--- src/hw/ssl_pkg.sv ---
// Constants shared by the host-link receiver, transmitter and command sequencer.
// Assumes a single 100 MHz core clock.
package ssl_pkg;
   localparam int unsigned CLK_HZ = 100_000_000;
   localparam int unsigned CLK_PERIOD_NS = 10;
   localparam int unsigned BAUD_MIN = 300;
   localparam int unsigned BAUD_MAX = 256_000;
   localparam int PER_W = 19;
   localparam int MEAS_W = 22;
   localparam int unsigned MEAS_SHIFT = 3;
   // Longest and shortest bit periods in core cycles
   localparam logic [PER_W-1:0] BIT_CYC_MAX = PER_W'(CLK_HZ / BAUD_MIN);
   localparam logic [PER_W-1:0] BIT_CYC_MIN = PER_W'(CLK_HZ / BAUD_MAX);
   // Host reset must stay low longer than this
   localparam int unsigned RST_LOW_NS = 2000;
   localparam logic [7:0] RST_CYC =
      8'((RST_LOW_NS + CLK_PERIOD_NS - 1) / CLK_PERIOD_NS);
   localparam logic [1:0] SYNC_FALLS = 2'h3;
   localparam logic [3:0] RX_LAST_BIT = 4'h8;
   localparam logic [3:0] TX_STOP_BIT = 4'h9;
   localparam logic [7:0] CHAR_SYNC = 8'h55;
   localparam logic [7:0] CHAR_ACK = 8'h06;
   localparam logic [7:0] CHAR_NAK = 8'h15;

   typedef enum logic [2:0] {
      RX_HUNT = 3'b000,
      RX_ARM = 3'b001,
      RX_MEAS = 3'b011,
      RX_SSTOP = 3'b010,
      RX_IDLE = 3'b110,
      RX_DATA = 3'b111,
      RX_STOP = 3'b101
   } ssl_rx_e;

   typedef enum logic {
      CMD_COLLECT = 1'b0,
      CMD_WAIT = 1'b1
   } ssl_cmd_e;
endpackage

--- src/hw/ssl_tx_if.sv ---
// Carrier between the link sequencer and its serial transmitter.
// Assumes both ends share the core clock.
interface ssl_tx_if;
   logic start;
   logic [7:0] data;
   logic [ssl_pkg::PER_W-1:0] per;
   logic busy;
   logic line;
   modport ctl (output start, output data, output per, input busy, input line);
   modport tx (input start, input data, input per, output busy, output line);
endinterface

--- src/hw/ssl_uart_tx.sv ---
// Serial transmitter: start bit, eight data bits LSB first, one stop bit.
// Assumes start is only raised while busy is low, and per is held during a frame.
module ssl_uart_tx (
   input wire logic i_core_clk,
   input wire logic i_reset_n,
   input wire logic i_ce,
   input wire logic i_clr,
   ssl_tx_if.tx t
);
   logic busy_q, busy_d;
   logic line_q, line_d;
   logic [8:0] sh_q, sh_d;
   logic [3:0] bit_q, bit_d;
   logic [ssl_pkg::PER_W-1:0] cnt_q, cnt_d;

   always_comb begin
      busy_d = busy_q;
      line_d = line_q;
      sh_d = sh_q;
      bit_d = bit_q;
      cnt_d = cnt_q;
      if (i_clr) begin
         busy_d = 1'b0;
         line_d = 1'b1;
         bit_d = 4'h0;
      end else if (!busy_q) begin
         line_d = 1'b1;
         if (t.start) begin
            busy_d = 1'b1;
            line_d = 1'b0;
            sh_d = {1'b1, t.data};
            bit_d = 4'h0;
            cnt_d = t.per - 1'b1;
         end
      end else if (cnt_q != '0) begin
         cnt_d = cnt_q - 1'b1;
      end else if (bit_q == ssl_pkg::TX_STOP_BIT) begin
         busy_d = 1'b0;
      end else begin
         line_d = sh_q[0];
         sh_d = {1'b1, sh_q[8:1]};
         bit_d = bit_q + 1'b1;
         cnt_d = t.per - 1'b1;
      end
   end

   always_ff @(posedge i_core_clk or negedge i_reset_n) begin
      if (!i_reset_n) begin
         busy_q <= 1'b0;
         line_q <= 1'b1;
         sh_q <= 9'h1ff;
         bit_q <= 4'h0;
         cnt_q <= '0;
      end else if (i_ce) begin
         busy_q <= busy_d;
         line_q <= line_d;
         sh_q <= sh_d;
         bit_q <= bit_d;
         cnt_q <= cnt_d;
      end
   end

   assign t.busy = busy_q;
   assign t.line = line_q;
endmodule

--- src/hw/ssl_link.sv ---
// Host serial link: reset filter, auto-baud, receiver and command sequencer.
// Assumes all pins are synchronous to i_core_clk; command decode lives outside.
module ssl_link #(
   parameter logic [ssl_pkg::PER_W-1:0] P_BIT_CYC_MAX = ssl_pkg::BIT_CYC_MAX
) (
   input wire logic i_core_clk,
   input wire logic i_reset_n,
   input wire logic i_ce,
   input wire logic i_host_reset_n,
   input wire logic i_rx,
   output logic o_tx,
   output logic o_locked,
   output logic o_rx_valid,
   output logic [7:0] o_rx_data,
   output logic [7:0] o_rx_pos,
   input wire logic i_cmd_known,
   input wire logic [7:0] i_cmd_len,
   output logic o_cmd_go,
   output logic o_rsp_ready,
   input wire logic i_stat_valid,
   input wire logic i_stat_ok,
   input wire logic i_rsp_valid,
   input wire logic [7:0] i_rsp_data,
   input wire logic i_rsp_last
);
   localparam int PW = ssl_pkg::PER_W;

   ssl_tx_if txi ();

   // Host reset filter; the pin is only ever read here
   logic [7:0] rcnt_q, rcnt_d;
   logic clr_q, clr_d;

   always_comb begin
      clr_d = 1'b0;
      rcnt_d = rcnt_q;
      if (i_host_reset_n) begin
         rcnt_d = 8'h00;
      end else if (rcnt_q != ssl_pkg::RST_CYC) begin
         rcnt_d = rcnt_q + 8'h01;
      end else begin
         clr_d = 1'b1;
      end
   end

   always_ff @(posedge i_core_clk or negedge i_reset_n) begin
      if (!i_reset_n) begin
         rcnt_q <= 8'h00;
         clr_q <= 1'b0;
      end else if (i_ce) begin
         rcnt_q <= rcnt_d;
         clr_q <= clr_d;
      end
   end

   // Auto-baud and receiver
   ssl_pkg::ssl_rx_e rx_st_q, rx_st_d;
   logic rx_prev_q, rx_prev_d;
   logic [ssl_pkg::MEAS_W-1:0] meas_q, meas_d;
   logic [1:0] fall_q, fall_d;
   logic [PW-1:0] per_q, per_d, cnt_q, cnt_d, per_new;
   logic [3:0] bit_q, bit_d;
   logic [7:0] sh_q, sh_d;
   logic locked_q, locked_d;
   logic fell, byte_v, lock_ev;

   assign fell = rx_prev_q & ~i_rx;
   assign per_new = meas_q[ssl_pkg::MEAS_SHIFT +: PW];

   always_comb begin
      rx_st_d = rx_st_q;
      rx_prev_d = i_rx;
      meas_d = meas_q;
      fall_d = fall_q;
      per_d = per_q;
      cnt_d = cnt_q;
      bit_d = bit_q;
      sh_d = sh_q;
      locked_d = locked_q;
      byte_v = 1'b0;
      lock_ev = 1'b0;
      unique case (rx_st_q)
         ssl_pkg::RX_HUNT: begin
            if (i_rx) begin
               rx_st_d = ssl_pkg::RX_ARM;
            end
         end
         ssl_pkg::RX_ARM: begin
            if (fell) begin
               rx_st_d = ssl_pkg::RX_MEAS;
               // The fall cycle counts, so eight cells floor to exactly one period
               meas_d = {{(ssl_pkg::MEAS_W-1){1'b0}}, 1'b1};
               fall_d = 2'h0;
            end
         end
         ssl_pkg::RX_MEAS: begin
            meas_d = meas_q + 1'b1;
            if (fell) begin
               fall_d = fall_q + 2'h1;
               if (fall_q == ssl_pkg::SYNC_FALLS) begin
                  // Fifth falling edge ends eight bit cells
                  if (per_new >= ssl_pkg::BIT_CYC_MIN && per_new <= P_BIT_CYC_MAX) begin
                     rx_st_d = ssl_pkg::RX_SSTOP;
                     per_d = per_new;
                     cnt_d = per_new + (per_new >> 1);
                  end else begin
                     rx_st_d = ssl_pkg::RX_HUNT;
                  end
               end
            end else if (meas_q == {P_BIT_CYC_MAX, 3'h0}) begin
               rx_st_d = ssl_pkg::RX_HUNT;
            end
         end
         ssl_pkg::RX_SSTOP: begin
            if (cnt_q != '0) begin
               cnt_d = cnt_q - 1'b1;
            end else if (i_rx) begin
               rx_st_d = ssl_pkg::RX_IDLE;
               locked_d = 1'b1;
               lock_ev = 1'b1;
            end else begin
               rx_st_d = ssl_pkg::RX_HUNT;
            end
         end
         ssl_pkg::RX_IDLE: begin
            if (fell) begin
               rx_st_d = ssl_pkg::RX_DATA;
               cnt_d = per_q >> 1;
               bit_d = 4'h0;
            end
         end
         ssl_pkg::RX_DATA: begin
            if (cnt_q != '0) begin
               cnt_d = cnt_q - 1'b1;
            end else begin
               cnt_d = per_q - 1'b1;
               bit_d = bit_q + 4'h1;
               if (bit_q == 4'h0 && i_rx) begin
                  rx_st_d = ssl_pkg::RX_IDLE;
               end else if (bit_q != 4'h0) begin
                  sh_d = {i_rx, sh_q[7:1]};
                  if (bit_q == ssl_pkg::RX_LAST_BIT) begin
                     rx_st_d = ssl_pkg::RX_STOP;
                  end
               end
            end
         end
         ssl_pkg::RX_STOP: begin
            if (cnt_q != '0) begin
               cnt_d = cnt_q - 1'b1;
            end else begin
               rx_st_d = ssl_pkg::RX_IDLE;
               byte_v = i_rx;
            end
         end
         default: rx_st_d = ssl_pkg::RX_HUNT;
      endcase
      if (clr_q) begin
         rx_st_d = ssl_pkg::RX_HUNT;
         locked_d = 1'b0;
         byte_v = 1'b0;
         lock_ev = 1'b0;
      end
   end

   always_ff @(posedge i_core_clk or negedge i_reset_n) begin
      if (!i_reset_n) begin
         rx_st_q <= ssl_pkg::RX_HUNT;
         rx_prev_q <= 1'b1;
         meas_q <= '0;
         fall_q <= 2'h0;
         per_q <= ssl_pkg::BIT_CYC_MAX;
         cnt_q <= '0;
         bit_q <= 4'h0;
         sh_q <= 8'h00;
         locked_q <= 1'b0;
      end else if (i_ce) begin
         rx_st_q <= rx_st_d;
         rx_prev_q <= rx_prev_d;
         meas_q <= meas_d;
         fall_q <= fall_d;
         per_q <= per_d;
         cnt_q <= cnt_d;
         bit_q <= bit_d;
         sh_q <= sh_d;
         locked_q <= locked_d;
      end
   end

   // Command sequencer and reply transmitter
   ssl_pkg::ssl_cmd_e cmd_q, cmd_d;
   logic [7:0] pos_q, pos_d;
   logic rxv_q, rxv_d, go_q, go_d, rdy_q, rdy_d;
   logic [7:0] rxd_q, rxd_d;
   logic pend_v_q, pend_v_d, pend_last_q, pend_last_d, start_q, start_d;
   logic [7:0] pend_q, pend_d, txd_q, txd_d;

   always_comb begin
      cmd_d = cmd_q;
      pos_d = pos_q;
      rxv_d = 1'b0;
      rxd_d = rxd_q;
      go_d = 1'b0;
      pend_v_d = pend_v_q;
      pend_d = pend_q;
      pend_last_d = pend_last_q;
      start_d = 1'b0;
      txd_d = txd_q;
      if (pend_v_q && !txi.busy && !start_q) begin
         start_d = 1'b1;
         txd_d = pend_q;
         pend_v_d = 1'b0;
         if (pend_last_q) begin
            cmd_d = ssl_pkg::CMD_COLLECT;
         end
      end
      if (lock_ev) begin
         pend_v_d = 1'b1;
         pend_d = ssl_pkg::CHAR_ACK;
         pend_last_d = 1'b0;
      end
      if (byte_v && cmd_q == ssl_pkg::CMD_COLLECT) begin
         rxv_d = 1'b1;
         rxd_d = sh_q;
      end
      if (rxv_q) begin
         if (pos_q == 8'h00 && !i_cmd_known) begin
            pend_v_d = 1'b1;
            pend_d = ssl_pkg::CHAR_NAK;
            pend_last_d = 1'b0;
         end else if (pos_q + 8'h01 >= i_cmd_len) begin
            go_d = 1'b1;
            cmd_d = ssl_pkg::CMD_WAIT;
            pos_d = 8'h00;
         end else begin
            pos_d = pos_q + 8'h01;
         end
      end
      if (cmd_q == ssl_pkg::CMD_WAIT && rdy_q) begin
         if (i_stat_valid) begin
            pend_v_d = 1'b1;
            pend_d = i_stat_ok ? ssl_pkg::CHAR_ACK : ssl_pkg::CHAR_NAK;
            pend_last_d = 1'b1;
         end else if (i_rsp_valid) begin
            pend_v_d = 1'b1;
            pend_d = i_rsp_data;
            pend_last_d = i_rsp_last;
         end
      end
      if (clr_q) begin
         cmd_d = ssl_pkg::CMD_COLLECT;
         pos_d = 8'h00;
         rxv_d = 1'b0;
         go_d = 1'b0;
         pend_v_d = 1'b0;
         start_d = 1'b0;
      end
      rdy_d = (cmd_d == ssl_pkg::CMD_WAIT) && !pend_v_d;
   end

   always_ff @(posedge i_core_clk or negedge i_reset_n) begin
      if (!i_reset_n) begin
         cmd_q <= ssl_pkg::CMD_COLLECT;
         pos_q <= 8'h00;
         rxv_q <= 1'b0;
         rxd_q <= 8'h00;
         go_q <= 1'b0;
         rdy_q <= 1'b0;
         pend_v_q <= 1'b0;
         pend_q <= 8'h00;
         pend_last_q <= 1'b0;
         start_q <= 1'b0;
         txd_q <= 8'h00;
      end else if (i_ce) begin
         cmd_q <= cmd_d;
         pos_q <= pos_d;
         rxv_q <= rxv_d;
         rxd_q <= rxd_d;
         go_q <= go_d;
         rdy_q <= rdy_d;
         pend_v_q <= pend_v_d;
         pend_q <= pend_d;
         pend_last_q <= pend_last_d;
         start_q <= start_d;
         txd_q <= txd_d;
      end
   end

   assign txi.start = start_q;
   assign txi.data = txd_q;
   assign txi.per = per_q;

   ssl_uart_tx u_tx (
      .i_core_clk(i_core_clk),
      .i_reset_n(i_reset_n),
      .i_ce(i_ce),
      .i_clr(clr_q),
      .t(txi)
   );

   assign o_tx = txi.line;
   assign o_locked = locked_q;
   assign o_rx_valid = rxv_q;
   assign o_rx_data = rxd_q;
   assign o_rx_pos = pos_q;
   assign o_cmd_go = go_q;
   assign o_rsp_ready = rdy_q;
endmodule

--- config.mk ---
export PLATFORM = sky130hd
export DESIGN_NAME = ssl_link
export DESIGN_NICKNAME = d
export VERILOG_FILES = /design/src/hw/ssl_pkg.sv /design/src/hw/ssl_tx_if.sv /design/src/hw/ssl_uart_tx.sv /design/src/hw/ssl_link.sv
export SDC_FILE = /design/constraint.sdc
export NUM_CORES = 1
export LEC_CHECK = 0
export ABC_AREA = 1
export BUFFER_PORTS_ARGS = -buffer_cell sky130_fd_sc_hd__buf_2
export CAP_MARGIN = 0
export CORE_MARGIN = 4
export CORE_UTILIZATION = 62
export DETAILED_ROUTE_END_ITERATION = 10
export GPL_TIMING_DRIVEN = 0
export HOLD_SLACK_MARGIN = 0.1
export PLACE_DENSITY = 0.89
export RECOVER_POWER = 50
export REMOVE_ABC_BUFFERS = 1
export SLEW_MARGIN = 25
export SYNTH_ARGS = -nofsm -noshare
export SYNTH_HDL_FRONTEND = slang
export SYNTH_SLANG_ARGS = --single-unit
--- constraint.sdc ---
create_clock -name i_core_clk -period 4.1 [get_ports i_core_clk]
set_input_delay 0.615 -clock i_core_clk [delete_from_list [all_inputs] [get_ports i_core_clk]]
set_output_delay 0.615 -clock i_core_clk [all_outputs]
set_load 0.01 [all_outputs]
==> impl_metrics.toml <==
[sta]
worstMarginPinSlew_ns = 1.96
skew_ns = 0.0120
tns_ns = 0
setup_viol = 0
slew_headroom_pct = -30.6
whs_ns = 0.424
max_freq_mhz = 302
min_period_over_period_pct = 80.7
slew_viol_final = 77
hold_viol = 0
min_period_ns = 3.31
rsz0062_at_grt = "false"

[route]
postRouteAntennaNets = 0
drtIter0Drc = 1014
firstDrtPassIters = 8
routedWlPerCell_um = 15.9
drc = 0
vias = 10900
totalWireLength_um = 30200
vias_per_cell = 5.75

[global_route]
grt_max_degree = 85
overflow = 0
antenna_found_initial = 0
grtUsageTotal_pct = 29.9
grt_pass1_wl_um = 49400
grt_pass1_vias = 10300

[critical_path]
start_kind = "input port"
worst-setup-path-type = "input port to register"
cp.required_ns = 4.46
crit_path_max_fanout = 23
path_delay_family = "buffers and inverters"
end_kind = "register"
startpoint = "i_ce"
crit_chain = "buf_2 -> inv_1 -> nor2_1 -> nand3_1 -> inv_1 -> o21ai_0 -> o21ai_0"
path_buf_inv = 3
cp.arrival_ns = 3.67
crit_path_top_delay_cell = "inv_1"
ff2ff_setup_slack_ns = 0.82
slowest_delay_ns = 0.68
timing.rr.start = "rx_st_q[1]"

[cells_and_area]
layout_common_cells = "nand2_1, inv_1, nor2_1, dfrtp_1, o21ai_0"
syn_to_final_growth_pct = 9.02
fin_cells = 1901
final_common_cell = "nand2_1"
layout.nets = 1761
final_util_pct = 68.9
drive_above_1_share_pct = 7.78
insertedDiodeCount = 0
fillers = 1491

[placed_design]
portBuffers = 46
gp_congestion = 1.02
dp_cells = 1869
dpl.hpwl_um = 22200

[clock_tree]
clkSinkCount = 160
h-tree-depth = 4
clk_latency_ns = 0.44
cts_tree = "done"
cts-buffers-inserted = 17
cts_buffer_depth = 2
cts_root_buf = "clkbuf_16"
postCtsHoldBufs = 0
cts_setup_buffers = 0
path_clk_slew_ns = 0.07
ctsResizeCount = 0

[floorplan]
die_w_um = 144
num_io_pins = 47
fp-row-count = 49
floorplan.initialDensity_pct = 63.2
die_area_mm2 = 0.0206
core_mm2 = 0.0180
dieHeight_um = 144

[synthesis]
synthArstFlopShare_pct = 100
synth_flop_cell = "dfrtp_1"
ys_warn_count = 0
syn_area_mm2 = 0.0114
synth_edf_count = 0
seq_area_frac_synth_pct = 35.4
synth.distinct_cells = 50
avgSynthCellArea_um2 = 7.01
syn_inst = 1624
ys_seq_elements = 160

[outcome]
outcome = "finished with violations"
violations = "max-capacitance violations, max-slew violations"

[pwr]
power.leakage_uw = 0.00625
internal_power_uw = 3860
pwr-share-seq_pct = 35.6
clock_power_share_pct = 25.3
p_comb_share_pct = 39.1
netSwitchingFraction_pct = 42.6
cellPowerDensity_mw_per_mm2 = 542
ir_worst_vdd_mv = 0.377
p_sw_uw = 2870
total_power_uw = 6730

[job]
cap_viol_max_count = 1

[worst_hold_path]
worstHoldStart = "i_rsp_last"
hp-class = "input port to register"
cell families after synthesis:
group	after synthesis	share of synthesized area, %
simple gates	851	31.8
compound gates	256	12.5
buf+inv	228	7.80
flops	160	35.4
fa+ha+maj	76	8.42
xor+xnor	51	3.92
mux	2	0.187
routing by layer:
metal	track usage, %	wire length, um	vias to the layer above
met4	12.7	982	0
li1	-	-	5348
met2	49.6	14500	448
met3	4.69	1750	90
met5	0	0	-
met1	39.2	12900	5044
worst paths after layout:
| path | depth (start not counted) | end |
|---|---|---|
| worst max-delay path | 7 | u_tx.cnt_q[3] |
| worst min-delay path | 3 | pend_last_q |
| worst max register to register | 7 | sh_q[7] |
| worst min register to register | 2 | sh_q[3] |
| max in group asynchronous | 2 | per_q[12] |
| min in group asynchronous | 1 | txd_q[5] |
worst min-delay path, stage by stage:
cell	delay, ns
buf_2	0.08
o211ai_1	0.07
nand2_1	0.06
cell usage after synthesis, types with 3 or more instances:
cell / instances / area, um^2
clkbuf_1: 11 / 41.3
o21a_1: 9 / 67.6
nand2_1: 450 / 1690
o21ai_0: 123 / 616
inv_2: 5 / 18.8
nor4_1: 4 / 25.0
o22ai_1: 8 / 50.1
a21oi_1: 56 / 280
ha_1: 75 / 938
xor2_1: 39 / 342
nand3_2: 6 / 60.1
o211ai_1: 5 / 37.5
o31ai_1: 5 / 37.5
inv_1: 189 / 709
nor2_1: 187 / 702
or2_2: 5 / 31.3
nand2_2: 3 / 18.8
o21ai_1: 30 / 150
dfstp_2: 18 / 473
nor2_4: 3 / 33.8
buf_2: 17 / 85.1
nand3b_1: 6 / 45.0
o21bai_1: 3 / 22.5
nand3_1: 106 / 531
nand4_1: 37 / 231
a31oi_1: 3 / 18.8
nor2_2: 7 / 43.8
xnor2_1: 12 / 105
nor3_1: 31 / 155
dfrtp_1: 142 / 3550
per-stage QoR:
step	cell area [um^2]	worst slack, ns
3_5_place_dp	11800	0.457
2_1_floorplan	11200	1.56
6_report	12400	0.790
4_1_cts	12400	0.813
3_3_place_gp	11700	0.0417
5_1_grt	12400	0.531
power by group through the flow:
stage                     Clock [uW]  Sequential, uW  Combinational (uW)
after floorplan                    0            2300                1920
after global placement             0            2380                2460
after detailed placement           0            2400                2540
after CTS                       1710            2380                2590
after global routing            1780            2450                2970
final                           1700            2400                2630
cell type report:
class,instances,area [um^2],share of cell area [%]
clock buffer,18,429,3.46
clock inverter,14,190,1.53
inverter,196,736,5.93
multi-input combinational,1236,6480,52.2
sequential,160,4030,32.4
tap,229,287,2.31
timing repair buffer,48,262,2.11
state kept, by name, indices dropped and copies added (netlist names), 3 cells and up:
signal / count
bit_q: 4
cnt_q: 19
meas_q: 22
o_rx_data: 8
o_rx_pos: 8
pend_q: 8
per_q: 19
rcnt_q: 8
rx_st_q: 3
sh_q: 8
txd_q: 8
u_tx.bit_q: 4
u_tx.cnt_q: 19
u_tx.sh_q: 8
Power figures use the tool's default switching activity.
